### src/hdl/gsr_consts.vh
`ifndef GSR_CONSTS_VH
`define GSR_CONSTS_VH

// Register byte offsets.
`define GSR_OFF_CTRL 8'h00
`define GSR_OFF_STATUS 8'h04
`define GSR_OFF_STB 8'h08
`define GSR_OFF_POST 8'h0C
`define GSR_OFF_TOP 8'h10

// Control field positions and reset values.
`define GSR_CTRL_SRQ_EN 0
`define GSR_CTRL_DONE_EN 1
`define GSR_RST_SRQ_EN 1'b1
`define GSR_RST_DONE_EN 1'b1

// Event store depth.
`define GSR_DEPTH 4'hA

// Status byte values.
`define GSR_STB_NONE 8'h00
`define GSR_STB_PON 8'h41
`define GSR_STB_DONE 8'h42
`define GSR_STB_USER 8'h43
`define GSR_STB_PRINT 8'h44
`define GSR_STB_RECOV 8'h45
`define GSR_STB_CMD 8'h61
`define GSR_STB_EXEC 8'h62
`define GSR_STB_INT 8'h63
`define GSR_STB_DEV 8'hC0
`define GSR_STB_SRQ_BIT 8'h40

// Event codes.
`define GSR_EV_NONE 10'h000
`define GSR_EV_PON 10'h191
`define GSR_EV_MEAS 10'h192
`define GSR_EV_USER 10'h193
`define GSR_EV_PRINT 10'h194
`define GSR_EV_RECOV 10'h195
`define GSR_EV_SWEEP 10'h196
`define GSR_EV_DISK 10'h197
`define GSR_EV_LRS 10'h2E6
`define GSR_EV_ILOCK 10'h2EE
`define GSR_EV_BRKR 10'h2EF
`define GSR_EV_DISK2 10'h2F1
`define GSR_EV_RESUME 10'h2F2

// Event code range bounds for the error categories.
`define GSR_EV_100 10'h064
`define GSR_EV_200 10'h0C8
`define GSR_EV_300 10'h12C
`define GSR_EV_400 10'h190
`define GSR_EV_700 10'h2BC
`define GSR_EV_800 10'h320

`endif

### src/hdl/gsr_reporter.v
// Summary of operation
// - Request line rises whenever an error or status change is waiting to be reported.
// - A serial poll returns the status byte naming the category of the event.
// - The request is withdrawn once its status byte has been returned to a poll.
// - With further events waiting, the request rises again after each poll.
// - An event query returns the numeric code of the specific condition.
// - Only the status byte awaiting a poll plus the latest pending byte are kept.
// - Event codes sit in a ten-deep last-in-first-out store; queries pop the newest.
// - With request enable off, the line stays low but ten codes still accumulate.
// - The request enable masks every request; operation-complete requests are also masked by their own enable.
// - With operation-complete enable on, each finished operation raises a request.
// - Reading the enables returns only their on or off state.
// - Byte holds category in low bits, abnormal flag, and request bit under enable.
// - No event gives byte zero; power-on 65, completion 66, user 67, recovery 69.
// - After reset a power-on status with event code 401 is reported.
// - Command error codes 101 to 109 report status 97.
// - Execution error codes 201 to 250 report status 98.
// - Internal error codes 303 to 350 report status 99.
// - Device events 7xx report status 192; only 742, 750, 751, 753 and 754 fall under the operation-complete mask.
// - Codes 402 and 406 report 66 under the mask; printer done reports 404.
// - Single button pressed while fast/shift is held raises user request 403.
// - Clearing a phase-lock or overheat fault raises collector recovery 405.
`timescale 1ns/10ps
`include "gsr_consts.vh"

module gsr_reporter (
    // Clock and reset
    input wire pclk,
    input wire presetn,
    // APB slave
    input wire psel,
    input wire penable,
    input wire pwrite,
    input wire [7:0] paddr,
    input wire [31:0] pwdata,
    output reg [31:0] prdata,
    output wire pready,
    output wire pslverr,
    // Controller side
    output wire srq,
    input wire spoll_req,
    output reg [7:0] spoll_byte,
    output reg spoll_valid,
    input wire evq_req,
    output reg [9:0] evq_code,
    output reg evq_valid,
    // Instrument event sources
    input wire meas_done,
    input wire sweep_done,
    input wire print_done,
    input wire single_btn,
    input wire fast_shift_btn,
    input wire pll_fault,
    input wire overheat_fault
);

    localparam NSRC = 7;

    reg srq_en_r;
    reg done_en_r;
    wire [NSRC-1:0] pend_r;
    reg [9:0] post_code_r;
    reg single_prev_r;
    reg pll_prev_r;
    reg heat_prev_r;
    reg cur_v_r;
    reg [7:0] cur_r;
    reg pend_v_r;
    reg [7:0] pnd_r;
    reg gap_r;
    reg [3:0] cnt_r;
    reg cur_v_nxt;
    reg [7:0] cur_nxt;
    reg pend_v_nxt;
    reg [7:0] pnd_nxt;
    reg [9:0] ev_code;
    reg ev_fire;
    reg [NSRC-1:0] pick;
    reg [31:0] rd_nxt;
    reg addr_ok;
    integer k;
    wire [9:0] top_code;

    // Codes outside every known range get no status byte but are still stored.
    function [7:0] cat_of;
        input [9:0] c;
        begin
            if (c == `GSR_EV_PON) begin
                cat_of = `GSR_STB_PON;
            end else if (c == `GSR_EV_MEAS || c == `GSR_EV_SWEEP || c == `GSR_EV_DISK) begin
                cat_of = `GSR_STB_DONE;
            end else if (c == `GSR_EV_USER) begin
                cat_of = `GSR_STB_USER;
            end else if (c == `GSR_EV_PRINT) begin
                cat_of = `GSR_STB_PRINT;
            end else if (c == `GSR_EV_RECOV) begin
                cat_of = `GSR_STB_RECOV;
            end else if (c >= `GSR_EV_100 && c < `GSR_EV_200) begin
                cat_of = `GSR_STB_CMD;
            end else if (c >= `GSR_EV_200 && c < `GSR_EV_300) begin
                cat_of = `GSR_STB_EXEC;
            end else if (c >= `GSR_EV_300 && c < `GSR_EV_400) begin
                cat_of = `GSR_STB_INT;
            end else if (c >= `GSR_EV_700 && c < `GSR_EV_800) begin
                cat_of = `GSR_STB_DEV;
            end else begin
                cat_of = `GSR_STB_NONE;
            end
        end
    endfunction

    // Completion codes and five device-dependent events (742, 750, 751, 753, 754) share the one completion mask.
    function is_done_ev;
        input [9:0] c;
        begin
            is_done_ev = (c == `GSR_EV_MEAS) ||
                (c == `GSR_EV_SWEEP) ||
                (c == `GSR_EV_DISK) ||
                (c == `GSR_EV_LRS) ||
                (c == `GSR_EV_ILOCK) ||
                (c == `GSR_EV_BRKR) ||
                (c == `GSR_EV_DISK2) ||
                (c == `GSR_EV_RESUME);
        end
    endfunction

    // APB decode; the slave never waits.
    wire apb_setup = psel & ~penable;
    wire apb_wr = psel & penable & pwrite;
    assign pready = 1'b1;

    always @* begin
        addr_ok = 1'b1;
        rd_nxt = 32'h00000000;
        case (paddr)
            `GSR_OFF_CTRL: begin
                rd_nxt[`GSR_CTRL_SRQ_EN] = srq_en_r;
                rd_nxt[`GSR_CTRL_DONE_EN] = done_en_r;
            end
            `GSR_OFF_STATUS: begin
                rd_nxt = {24'h000000, cnt_r, gap_r, pend_v_r, cur_v_r, srq};
            end
            `GSR_OFF_STB: begin
                rd_nxt = {24'h000000, cur_v_r ? cur_r : `GSR_STB_NONE};
            end
            `GSR_OFF_POST: begin
                rd_nxt = {22'h000000, post_code_r};
            end
            `GSR_OFF_TOP: begin
                rd_nxt = {22'h000000, top_code};
            end
            default: begin
                addr_ok = 1'b0;
            end
        endcase
    end

    assign pslverr = psel & penable & ~addr_ok;

    // Read data is captured in the setup cycle so it is stable for the access cycle.
    always @(posedge pclk or negedge presetn) begin
        if (!presetn) begin
            prdata <= 32'h00000000;
        end else if (apb_setup && !pwrite) begin
            prdata <= rd_nxt;
        end
    end

    always @(posedge pclk or negedge presetn) begin
        if (!presetn) begin
            srq_en_r <= `GSR_RST_SRQ_EN;
            done_en_r <= `GSR_RST_DONE_EN;
            post_code_r <= `GSR_EV_NONE;
        end else if (apb_wr && paddr == `GSR_OFF_CTRL) begin
            srq_en_r <= pwdata[`GSR_CTRL_SRQ_EN];
            done_en_r <= pwdata[`GSR_CTRL_DONE_EN];
        end else if (apb_wr && paddr == `GSR_OFF_POST) begin
            post_code_r <= pwdata[9:0];
        end
    end

    // Edge detection of front-panel and fault levels.
    // The detectors reset to the idle low level, so no false edge follows reset.
    always @(posedge pclk or negedge presetn) begin
        if (!presetn) begin
            single_prev_r <= 1'b0;
            pll_prev_r <= 1'b0;
            heat_prev_r <= 1'b0;
        end else begin
            single_prev_r <= single_btn;
            pll_prev_r <= pll_fault;
            heat_prev_r <= overheat_fault;
        end
    end

    // Source requests, index 0 first: power-on, posted, recovery, user, measure, sweep, print.
    wire [NSRC-1:0] src_set;
    assign src_set[0] = 1'b0;
    assign src_set[1] = apb_wr && paddr == `GSR_OFF_POST;
    assign src_set[2] = (pll_prev_r & ~pll_fault) | (heat_prev_r & ~overheat_fault);
    assign src_set[3] = single_btn & ~single_prev_r & fast_shift_btn;
    assign src_set[4] = meas_done;
    assign src_set[5] = sweep_done;
    assign src_set[6] = print_done;

    always @* begin
        pick = {NSRC{1'b0}};
        for (k = NSRC - 1; k >= 0; k = k - 1) begin
            if (pend_r[k]) begin
                pick = {NSRC{1'b0}};
                pick[k] = 1'b1;
            end
        end
        ev_fire = |pend_r;
        case (pick)
            7'h01: begin
                ev_code = `GSR_EV_PON;
            end
            7'h02: begin
                ev_code = post_code_r;
            end
            7'h04: begin
                ev_code = `GSR_EV_RECOV;
            end
            7'h08: begin
                ev_code = `GSR_EV_USER;
            end
            7'h10: begin
                ev_code = `GSR_EV_MEAS;
            end
            7'h20: begin
                ev_code = `GSR_EV_SWEEP;
            end
            7'h40: begin
                ev_code = `GSR_EV_PRINT;
            end
            default: begin
                ev_code = `GSR_EV_NONE;
            end
        endcase
    end

    // One event is issued per cycle; a new set in the issuing cycle keeps the flag.
    genvar gi;
    generate
        for (gi = 0; gi < NSRC; gi = gi + 1) begin : g_src
            reg flag_r;
            assign pend_r[gi] = flag_r;
            always @(posedge pclk or negedge presetn) begin
                if (!presetn) begin
                    flag_r <= (gi == 0) ? 1'b1 : 1'b0;
                end else if (src_set[gi]) begin
                    flag_r <= 1'b1;
                end else if (pick[gi]) begin
                    flag_r <= 1'b0;
                end
            end
        end
    endgenerate

    // A masked completion still enters the code store but gets no status byte.
    wire [7:0] ev_cat = cat_of(ev_code);
    wire ev_load = ev_fire && ev_cat != `GSR_STB_NONE && (done_en_r || !is_done_ev(ev_code));

    always @* begin
        cur_v_nxt = cur_v_r;
        cur_nxt = cur_r;
        pend_v_nxt = pend_v_r;
        pnd_nxt = pnd_r;
        if (spoll_req) begin
            cur_v_nxt = pend_v_r;
            cur_nxt = pnd_r;
            pend_v_nxt = 1'b0;
        end
        if (ev_load) begin
            if (!cur_v_nxt) begin
                cur_v_nxt = 1'b1;
                cur_nxt = ev_cat;
            end else begin
                pend_v_nxt = 1'b1;
                pnd_nxt = ev_cat;
            end
        end
    end

    always @(posedge pclk or negedge presetn) begin
        if (!presetn) begin
            cur_v_r <= 1'b0;
            cur_r <= `GSR_STB_NONE;
            pend_v_r <= 1'b0;
            pnd_r <= `GSR_STB_NONE;
            gap_r <= 1'b0;
            spoll_byte <= `GSR_STB_NONE;
            spoll_valid <= 1'b0;
        end else begin
            cur_v_r <= cur_v_nxt;
            cur_r <= cur_nxt;
            pend_v_r <= pend_v_nxt;
            pnd_r <= pnd_nxt;
            gap_r <= spoll_req;
            spoll_valid <= spoll_req;
            if (spoll_req) begin
                // The request bit is rebuilt at poll time, so it follows the enable then in force.
                if (cur_v_r) begin
                    spoll_byte <= (cur_r & ~`GSR_STB_SRQ_BIT) |
                        (srq_en_r ? `GSR_STB_SRQ_BIT : `GSR_STB_NONE);
                end else begin
                    spoll_byte <= `GSR_STB_NONE;
                end
            end
        end
    end

    // The one-cycle gap after a poll lets the controller see the line drop between events.
    assign srq = cur_v_r & srq_en_r & ~gap_r;

    // Event code store; entry 0 is the oldest.
    wire [10*10-1:0] flat;
    wire pop_ok = evq_req && cnt_r != 4'h0;
    wire full = cnt_r == `GSR_DEPTH;
    wire [3:0] top_idx = cnt_r - 4'h1;
    // The newest entry is read for queries, which pop it, and for the bus, which does not.
    assign top_code = (cnt_r != 4'h0) ? flat[top_idx*10 +: 10] : `GSR_EV_NONE;

    generate
        for (gi = 0; gi < 10; gi = gi + 1) begin : g_ent
            reg [9:0] ent_r;
            wire [9:0] above;
            if (gi == 9) begin : g_last
                assign above = ev_code;
            end else begin : g_mid
                assign above = flat[(gi+1)*10 +: 10];
            end
            assign flat[gi*10 +: 10] = ent_r;
            always @(posedge pclk or negedge presetn) begin
                if (!presetn) begin
                    ent_r <= `GSR_EV_NONE;
                end else if (ev_fire) begin
                    if (pop_ok) begin
                        if (top_idx == gi) begin
                            ent_r <= ev_code;
                        end
                    end else if (full) begin
                        ent_r <= above;
                    end else if (cnt_r == gi) begin
                        ent_r <= ev_code;
                    end
                end
            end
        end
    endgenerate

    always @(posedge pclk or negedge presetn) begin
        if (!presetn) begin
            cnt_r <= 4'h0;
            evq_code <= `GSR_EV_NONE;
            evq_valid <= 1'b0;
        end else begin
            // An empty store answers a query with zero and keeps its count.
            evq_valid <= evq_req;
            if (evq_req) begin
                evq_code <= top_code;
            end
            if (ev_fire && !pop_ok && !full) begin
                cnt_r <= cnt_r + 4'h1;
            end else if (pop_ok && !ev_fire) begin
                cnt_r <= cnt_r - 4'h1;
            end
        end
    end

endmodule // gsr_reporter

### config.mk
export PLATFORM = sky130hd
export DESIGN_NAME = gsr_reporter
export DESIGN_NICKNAME = d
export VERILOG_FILES = /design/src/hdl/gsr_reporter.v
export VERILOG_INCLUDE_DIRS = /design/src /design/src/hdl
export SDC_FILE = /design/constraint.sdc
export NUM_CORES = 1
export LEC_CHECK = 0
export ABC_AREA = 1
export BUFFER_PORTS_ARGS = -buffer_cell sky130_fd_sc_hd__buf_2
export CELL_PAD_IN_SITES_DETAIL_PLACEMENT = 2
export CELL_PAD_IN_SITES_GLOBAL_PLACEMENT = 2
export CORE_ASPECT_RATIO = 1.2
export CORE_MARGIN = 1.5
export CORE_UTILIZATION = 35
export DETAILED_ROUTE_END_ITERATION = 16
export GPL_ROUTABILITY_DRIVEN = 0
export GPL_TIMING_DRIVEN = 1
export PLACE_DENSITY = 0.78
export SLEW_MARGIN = 20
export SYNTH_ARGS = -nofsm -noshare
export SYNTH_HDL_FRONTEND = slang
export SYNTH_SLANG_ARGS = --single-unit
### constraint.sdc
create_clock -name pclk -period 3.2 [get_ports pclk]
set_clock_uncertainty 0.05 [all_clocks]
set_input_delay 0.64 -clock pclk [delete_from_list [all_inputs] [get_ports pclk]]
set_output_delay 0.64 -clock pclk [all_outputs]
set_load 0.005 [all_outputs]
==> results of run 1 <==
## cell type report
class	count	area (um^2)	share of cell area, %
Inverter	160	601	5.60
Sequential cell	172	4310	40.2
Clock buffer	19	443	4.13
Multi-Input combinational cell	804	4180	39.0
Tap cell	335	419	3.91
Timing Repair Buffer	95	637	5.94
Clock inverter	13	130	1.21
## registers in the layout (all words and copies together), names as in the netlist, 4 cells and up
| name | flops |
|---|---|
| g_src.flag_r | 7 |
| cur_r | 8 |
| cnt_r | 4 |
| g_ent.ent_r | 10 |
| spoll_byte | 8 |
| pnd_r | 6 |
| g_ent.above | 90 |
| evq_code | 10 |
| prdata | 10 |
| post_code_r | 10 |
## cells in the final DEF, fill, tap and decap left out, types with 3 or more instances in the layout
master,netlist,layout
buf_4,25,26
nand3_1,29,29
a22oi_1,4,4
nor2_4,7,7
buf_12,0,6
nand2_4,3,3
inv_2,15,15
dfrtp_1,169,168
a221oi_1,6,4
inv_1,143,143
mux2_2,4,4
o211ai_1,67,67
a21oi_1,56,56
nor2_1,63,63
o21ai_1,11,11
nor3_2,0,3
mux2i_1,4,4
o221ai_1,4,4
inv_6,0,7
nand3_2,5,5
ha_1,4,4
nand2_2,4,4
conb_1,2,24
o22ai_1,31,31
nor2_2,9,9
dfstp_2,3,3
clkbuf_16,0,17
nor3_1,6,3
nand4_1,14,14
nand2_1,243,243
buf_2,17,62
o21ai_0,184,184
## report_power, final
part	switching (mW)	internal, mW
sequential	0.419	2.78
clock	0.977	1.12
combinational	3.20	1.45
total	4.60	5.34
## cells in the mapped netlist (all sizes together)
library cell	number	area share, %
nand2	250	10
o21ai	195	10
dfrtp	169	45
inv	158	6.3
nor2	79	4.0
o211ai	67	5.4
a21oi	56	3.0
buf	43	3.0
clkbuf	38	1.5
nand3	35	2.3
o22ai	31	2.1
nand4	14	0.93
a221oi	6	0.56
nor3	6	0.32
a22oi	4	0.32
ha	4	0.53
mux2	4	0.48
mux2i	4	0.43
o221ai	4	0.37
dfstp	3	0.84
xor2	3	0.36
a211oi	2	0.16
a21o	2	0.16
clkinv	2	0.080
conb	2	0.080
nand3b	2	0.16
nor4	2	0.13
a22o	1	0.093
a31oi	1	0.067
a32o	1	0.11
a32oi	1	0.093
and3	1	0.067
o2111ai	1	0.093
o21bai	1	0.080
o31ai	1	0.080
or2	1	0.067
xnor2	1	0.17
## kinds of logic after synthesis
family | synth area share, %
flops | 45.8
xor+xnor | 0.533
fa+ha+maj | 0.533
compound gates | 23.0
other cells | 0.0799
simple gates | 18.2
buf+inv | 10.9
mux | 0.905
## metal layers
| metal | track usage [%] | vias up | wire length, um |
|---|---|---|---|
| met2 | 44.2 | 98 | 17300 |
| li1 | - | 4075 | - |
| met3 | 3.13 | 37 | 649 |
| met5 | 0 | - | 0 |
| met4 | 8.23 | 0 | 727 |
| met1 | 28.9 | 4512 | 13700 |
## worst max path at each step
stage                         startpoint                             to  cells after the start
floorplan           cnt_r[0]$_DFFE_PN0P_          prdata[2]$_DFFE_PN0P_                     14
global placement                paddr[7]                        pslverr                      9
detailed placement  cnt_r[1]$_DFFE_PN0P_  g_ent[6].above[4]$_DFFE_PN0P_                     12
CTS                 cnt_r[1]$_DFFE_PN0P_  g_ent[6].above[4]$_DFFE_PN0P_                     12
global route        cnt_r[1]$_DFFE_PN0P_  g_ent[4].above[4]$_DFFE_PN0P_                     12
finish              cnt_r[1]$_DFFE_PN0P_  g_ent[3].above[6]$_DFFE_PN0P_                     12
## stage by stage
| stage | worst slack [ps] | utilization, % |
|---|---|---|
| floorplan | 288 | - |
| global placement | 342 | 38.5 |
| detailed placement | 259 | 38.5 |
| CTS | 219 | 40.7 |
| global route | 19.0 | 40.7 |
| finish | 242 | 40.7 |
==> metrics.csv, run 1 <==
stage,metric,value,unit
clocking,cts_root_buf,clkbuf_16,
timing,tns,0,ps
route,vias_per_cell,5.46,
timing,rsz0062_at_grt,false,
clocking,cts_hold_buf,0,
setup_path,crit_required,3470,ps
cells_and_area,area_delta_synth_final,14.1,%
floorplanning,core_area,26400,um^2
timing,timing.hold.ws,126,ps
synthesis,ys_seq_area_share,45.8,%
setup_path,r2r-end,g_ent[3].above[6]$_DFFE_PN0P_,
cells_and_area,drive_above_1_share,14.9,%
route,drtAntennaViolNets,0,
min_path,min_path_type,input pin to asynchronous set/reset pin,
floorplanning,die_h,183,um
setup_path,cp_top_family,simple AND/OR/NAND/NOR gates,
floorplanning,num_rows,65,
placed_design,dpl.hpwl,23100,um
clocking,cts_setup_buffers,0,
clocking,numCtsBuffers,17,
synthesis,yosysWarnings,0,
setup_path,r2r_cells,12,
timing,hold_viol_final,0,
timing,relSlewSlack,48.8,%
synthesis,ys_ff_latch,172,
floorplanning,die-area,27900,um^2
setup_path,start_kind,flop,
setup_path,cp.arrival,3230,ps
timing,tightest_slew,766,ps
synthesis,synth_area,9400,um^2
synthesis,yosysUniqueCellTypes,48,
route,drt_first_pass_iters,4,
grt,grt_pass1_vias,9660,
placed_design,dp.cells,1566,
floorplanning,io_pins,109,
clocking,tritoncts,done,
timing,setup_viol,0,
route,routedWlPerCell,20.3,um
grt,overflow,0,
cells_and_area,design_area,10700,um^2
setup_path,slowest_stage,dfrtp_1,
timing,min_period_over_period,92.4,%
power,peakVddDrop,0.000459,V
setup_path,worstPathMaxFanout,25,
floorplanning,initial_core_util,35.7,%
route,drc,0,
clocking,clkTransAtPathRegs,70,ps
setup_path,rrSetupSlack,240,ps
power,p_total,9.94,mW
cells_and_area,nets,1308,
route,vias,8722,
timing,period_needed,2960,ps
setup_path,cp_cell_sequence,inv_1 > ha_1 > inv_2 > nor2_4 > nor2_4 > inv_2 > nand3_2 > nor2_4 > inv_2 > nand2_1 > o211ai_1 > o21ai_0,
floorplanning,die_x,153,um
grt,track_usage,24.1,%
grt,antenna_found_initial,0,
cells_and_area,layoutNonFillerInstCount,1598,
clocking,cts.sinks,172,
clocking,cts-htree-levels,4,
cells_and_area,fillCellCount,3074,
cells_and_area,antennaDiodeCount,0,
setup_path,timing_worst_setup_path_type,flop to flop,
power,pwr_density_cell,927,nW/um^2
setup_path,crit_buf_inv,4,
route,routed_wirelength,32400,um
clocking,cts_resized,0,
outcome,status,"finished, final reports clean",
timing,finalMaxSlewViolations,0,
synthesis,synth.avg_cell_area,7.87,um^2
route,first_iter_violations,258,
setup_path,crit_path_end_kind,flop,
clocking,ctsLongestPathBuffers,2,
timing,max_freq,338,MHz
synthesis,syn_inst,1195,
placed_design,io_buffers,63,
grt,grt_pass1_wl,53100,um
placed_design,place_area,10100,um^2
setup_path,slowest_delay,420,ps
setup_path,r2r-start,cnt_r[1]$_DFFE_PN0P_,
power,p_leak,5.18,nW
run,cap_viol_max_count,0,
grt,grt_max_degree,72,
clocking,clock_latency,450,ps
Note: power is estimated with default switching activity, not from simulation.
==> inputs of run 2 (changes only) <==
--- a/config.mk
+++ b/config.mk
@@ -6,17 +6,17 @@
 export SDC_FILE = /design/constraint.sdc
 export NUM_CORES = 1
 export LEC_CHECK = 0
-export ABC_AREA = 1
+export ABC_AREA = 0
 export BUFFER_PORTS_ARGS = -buffer_cell sky130_fd_sc_hd__buf_2
 export CELL_PAD_IN_SITES_DETAIL_PLACEMENT = 2
 export CELL_PAD_IN_SITES_GLOBAL_PLACEMENT = 2
 export CORE_ASPECT_RATIO = 1.2
 export CORE_MARGIN = 1.5
-export CORE_UTILIZATION = 35
+export CORE_UTILIZATION = 37
 export DETAILED_ROUTE_END_ITERATION = 16
 export GPL_ROUTABILITY_DRIVEN = 0
 export GPL_TIMING_DRIVEN = 1
-export PLACE_DENSITY = 0.78
+export PLACE_DENSITY = 0.77
 export SLEW_MARGIN = 20
 export SYNTH_ARGS = -nofsm -noshare
 export SYNTH_HDL_FRONTEND = slang
==> run 2 against run 1 <==
  * Fmax fell by 1.5%
  * Setup slack lost 46 ps
  * Sequential cell count did not move
  * Worst hold slack got worse by 46 ps
  * Non-clock buffer count up 14
  * Core utilization is 2.1 points higher
  * Global-route usage grew 0.38 points
  * Sequential power fell by 1%
  * Wire length down 6.2%
  * Synthesized cell count fell by 20%
  * Critical endpoint is now g_ent[0].ent_r[2]$_DFFE_PN0P_
==> metrics.csv, run 2 <==
stage,metric,value,unit
cells_and_area,layoutNonFillerInstCount,1344,
cells_and_area,final_cell_mix,"dfrtp_1 (168), a21oi_1 (116), o21ai_0 (96)",
synthesis,yosysWarnings,0,
clocking,numCtsBuffers,17,
route,routedWlPerCell,22.6,um
timing,rsz0062_at_grt,false,
timing,tns,0,ps
floorplanning,die_h,176,um
synthesis,synth_most_common_cell,dfrtp_1,
outcome,status,"finished, final reports clean",
clocking,cts_root_buf,clkbuf_16,
floorplanning,io_pins,109,
clocking,clock_latency,440,ps
floorplanning,initial_core_util,37.5,%
setup_path,cp_cell_sequence,inv_1 > ha_1 > nor3b_2 > nor2_2 > a21oi_1 > buf_4 > a21oi_1 > o21ai_1 > buf_4 > mux2i_1,
power,peakVddDrop,0.000398,V
setup_path,cp-startpoint,cnt_r[0]$_DFFE_PN0P_,
timing,setup_viol,0,
timing,relSlewSlack,26.7,%
synthesis,synth_edf_count,0,
setup_path,cp_top_family,buffers and inverters,
clocking,tritoncts,done,
cells_and_area,largest_register_ffs,90,
timing,min_period_over_period,93.9,%
route,drt_first_pass_iters,6,
setup_path,r2r_cells,10,
setup_path,cp.arrival,3320,ps
cells_and_area,drive_above_1_share,21.3,%
placed_design,io_buffers,63,
setup_path,worstPathMaxFanout,10,
grt,track_usage,24.5,%
synthesis,synth_top_cell_area_share,45.7,%
route,first_iter_violations,334,
clocking,ctsLongestPathBuffers,2,
placed_design,pre_cts_ws,228,ps
placed_design,dp.cells,1314,
synthesis,synth_ff_type,dfrtp_1,
run,cap_viol_max_count,0,
setup_path,crit_buf_inv,3,
grt,grt_max_degree,64,
synthesis,ys_seq_area_share,46.6,%
floorplanning,core_area,24700,um^2
timing,period_needed,3000,ps
setup_path,r2r-end,g_ent[0].ent_r[2]$_DFFE_PN0P_,
clocking,cts-htree-levels,4,
setup_path,crit_path_end_kind,flop,
setup_path,slowest_delay,480,ps
setup_path,rrSetupSlack,200,ps
timing,finalMaxSlewViolations,0,
clocking,cts.sinks,172,
synthesis,async_flop_share,100,%
route,vias_per_cell,5.74,
synthesis,yosys-top-cells-area,"dfrtp_1 (46%), a21oi_1 (6.3%), o21ai_0 (5.4%)",
grt,grt_pass1_wl,48800,um
grt,overflow,0,
cells_and_area,nets,1066,
grt,grt_pass1_vias,8366,
cells_and_area,antennaDiodeCount,0,
setup_path,crit_required,3510,ps
setup_path,r2r-start,cnt_r[0]$_DFFE_PN0P_,
synthesis,synth_commonest_cells,"dfrtp_1 (169), a21oi_1 (116), o21ai_0 (99)",
setup_path,endpoint,g_ent[0].ent_r[2]$_DFFE_PN0P_,
grt,antenna_found_initial,0,
floorplanning,die-area,26000,um^2
synthesis,netlist.top_cell.by_area,dfrtp_1,
timing,worst_slack,196,ps
floorplanning,num_rows,63,
route,vias,7721,
route,drtAntennaViolNets,0,
synthesis,yosysUniqueCellTypes,80,
cells_and_area,mostFrequentLayoutCell,dfrtp_1,
clocking,clkTransAtPathRegs,70,ps
setup_path,cp_num_cells,10,
floorplanning,die_x,147,um
timing,max_freq,333,MHz
setup_path,slowest_stage,dfrtp_2,
placed_design,dpl.hpwl,20900,um
route,routed_wirelength,30400,um
setup_path,timing_worst_setup_path_type,flop to flop,
clocking,cts_hold_buf,0,
power,p_leak,4.57,nW
timing,tightest_slew,1090,ps
synthesis,synth_area,9250,um^2
setup_path,start_kind,flop,
synthesis,syn_inst,953,
synthesis,ys_ff_latch,172,
min_path,min_path_type,input pin to asynchronous set/reset pin,
timing,hold_viol_final,0,
cells_and_area,area_delta_synth_final,14.0,%
power,pwr_density_cell,875,nW/um^2
route,drc,0,
synthesis,synth.avg_cell_area,9.71,um^2
[run 2: changes by cell type after synthesis, sizes merged, moves of 20 or more]
cell | previous run | this run
mux4 | 0 | 20
mux2 | 4 | 24
inv | 158 | 53
nand2 | 250 | 75
mux2i | 4 | 36
a21oi | 56 | 119
o21ai | 195 | 104
o22ai | 31 | 2
o211ai | 67 | 20
[run 2: cell families after synthesis]
family                   synth area share (%)
AND/OR/NAND/NOR                          13.1
other                                  0.0812
adder cells (fa/ha/maj)                 0.541
flip-flops                               46.6
XOR/XNOR                                0.663
multiplexers                             11.7
AO/OA/AOI/OAI                            19.8
buffers and inverters                    7.60
[run 2: per-stage QoR]
stage                     hold slack, ps  area [um^2]  power [mW]  utilization (%)
after floorplan                      294         9340        5.64                -
after global placement               377         9960        6.99             40.4
after detailed placement             379         9960        7.13             40.4
after CTS                           87.0        10500        9.29             42.7
after global routing                 101        10500        9.76             42.8
final                               79.8        10500        9.23             42.8
[run 2: layer usage]
metal | vias to the layer above | GRT usage (%) | routed length, um | part of all wire (%)
li1 | 3462 | - | - | -
met1 | 4046 | 29.1 | 12300 | 41
met2 | 159 | 44.3 | 16300 | 54
met3 | 54 | 3.62 | 912 | 3.0
met4 | 0 | 9.58 | 879 | 2.9
met5 | - | 0 | 0 | 0
[run 2: worst register-to-register path: cells and delay by family (launching register included)]
kind / cells / cell delay, ps
and+or+nand+nor: 2 / 370
buffers and inverters: 3 / 690
muxes: 1 / 250
DFF: 1 / 480
AOI/OAI and AO/OA: 3 / 660
adders and majority gates: 1 / 420
[run 2: worst min path at each step]
| stage | startpoint | to | slack (ps) | cells after the start |
|---|---|---|---|---|
| after global placement | single_prev_r$_DFF_PN0_ | g_src[3].flag_r$_DFFE_PN0P_ | 380 | 1 |
| after global routing | presetn | g_src[4].flag_r$_DFFE_PN0P_ | 100 | 1 |
| after floorplan | presetn | cnt_r[0]$_DFFE_PN0P_ | 290 | 0 |
| final | presetn | g_src[5].flag_r$_DFFE_PN0P_ | 80 | 1 |
| after detailed placement | single_prev_r$_DFF_PN0_ | g_src[3].flag_r$_DFFE_PN0P_ | 380 | 1 |
| after CTS | presetn | g_src[5].flag_r$_DFFE_PN0P_ | 90 | 1 |
[run 2: layout make-up]
cell class | instances | area [um^2]
inverter | 53 | 199
clock buffer | 18 | 439
tap | 325 | 407
timing repair buffer | 109 | 692
sequential | 172 | 4310
clock inverter | 12 | 141
multi-input combinational | 655 | 4360
fill | 2676 | 14100
[run 2: repair_timing]
| item | in CTS | in global routing |
|---|---|---|
| setup endpoints to repair | 0 | 1 |
| resized for setup | 0 | 1 |
| hold endpoints to repair | 0 | 0 |
| buffers inserted | 0 | 0 |
[run 2: power breakdown]
group	internal, mW	leakage (nW)	total [mW]	switching, mW
clock	1.17	0.267	2.11	0.937
combinational	1.55	2.22	3.97	2.42
sequential	2.71	2.08	3.16	0.442
total	5.43	4.57	9.23	3.80
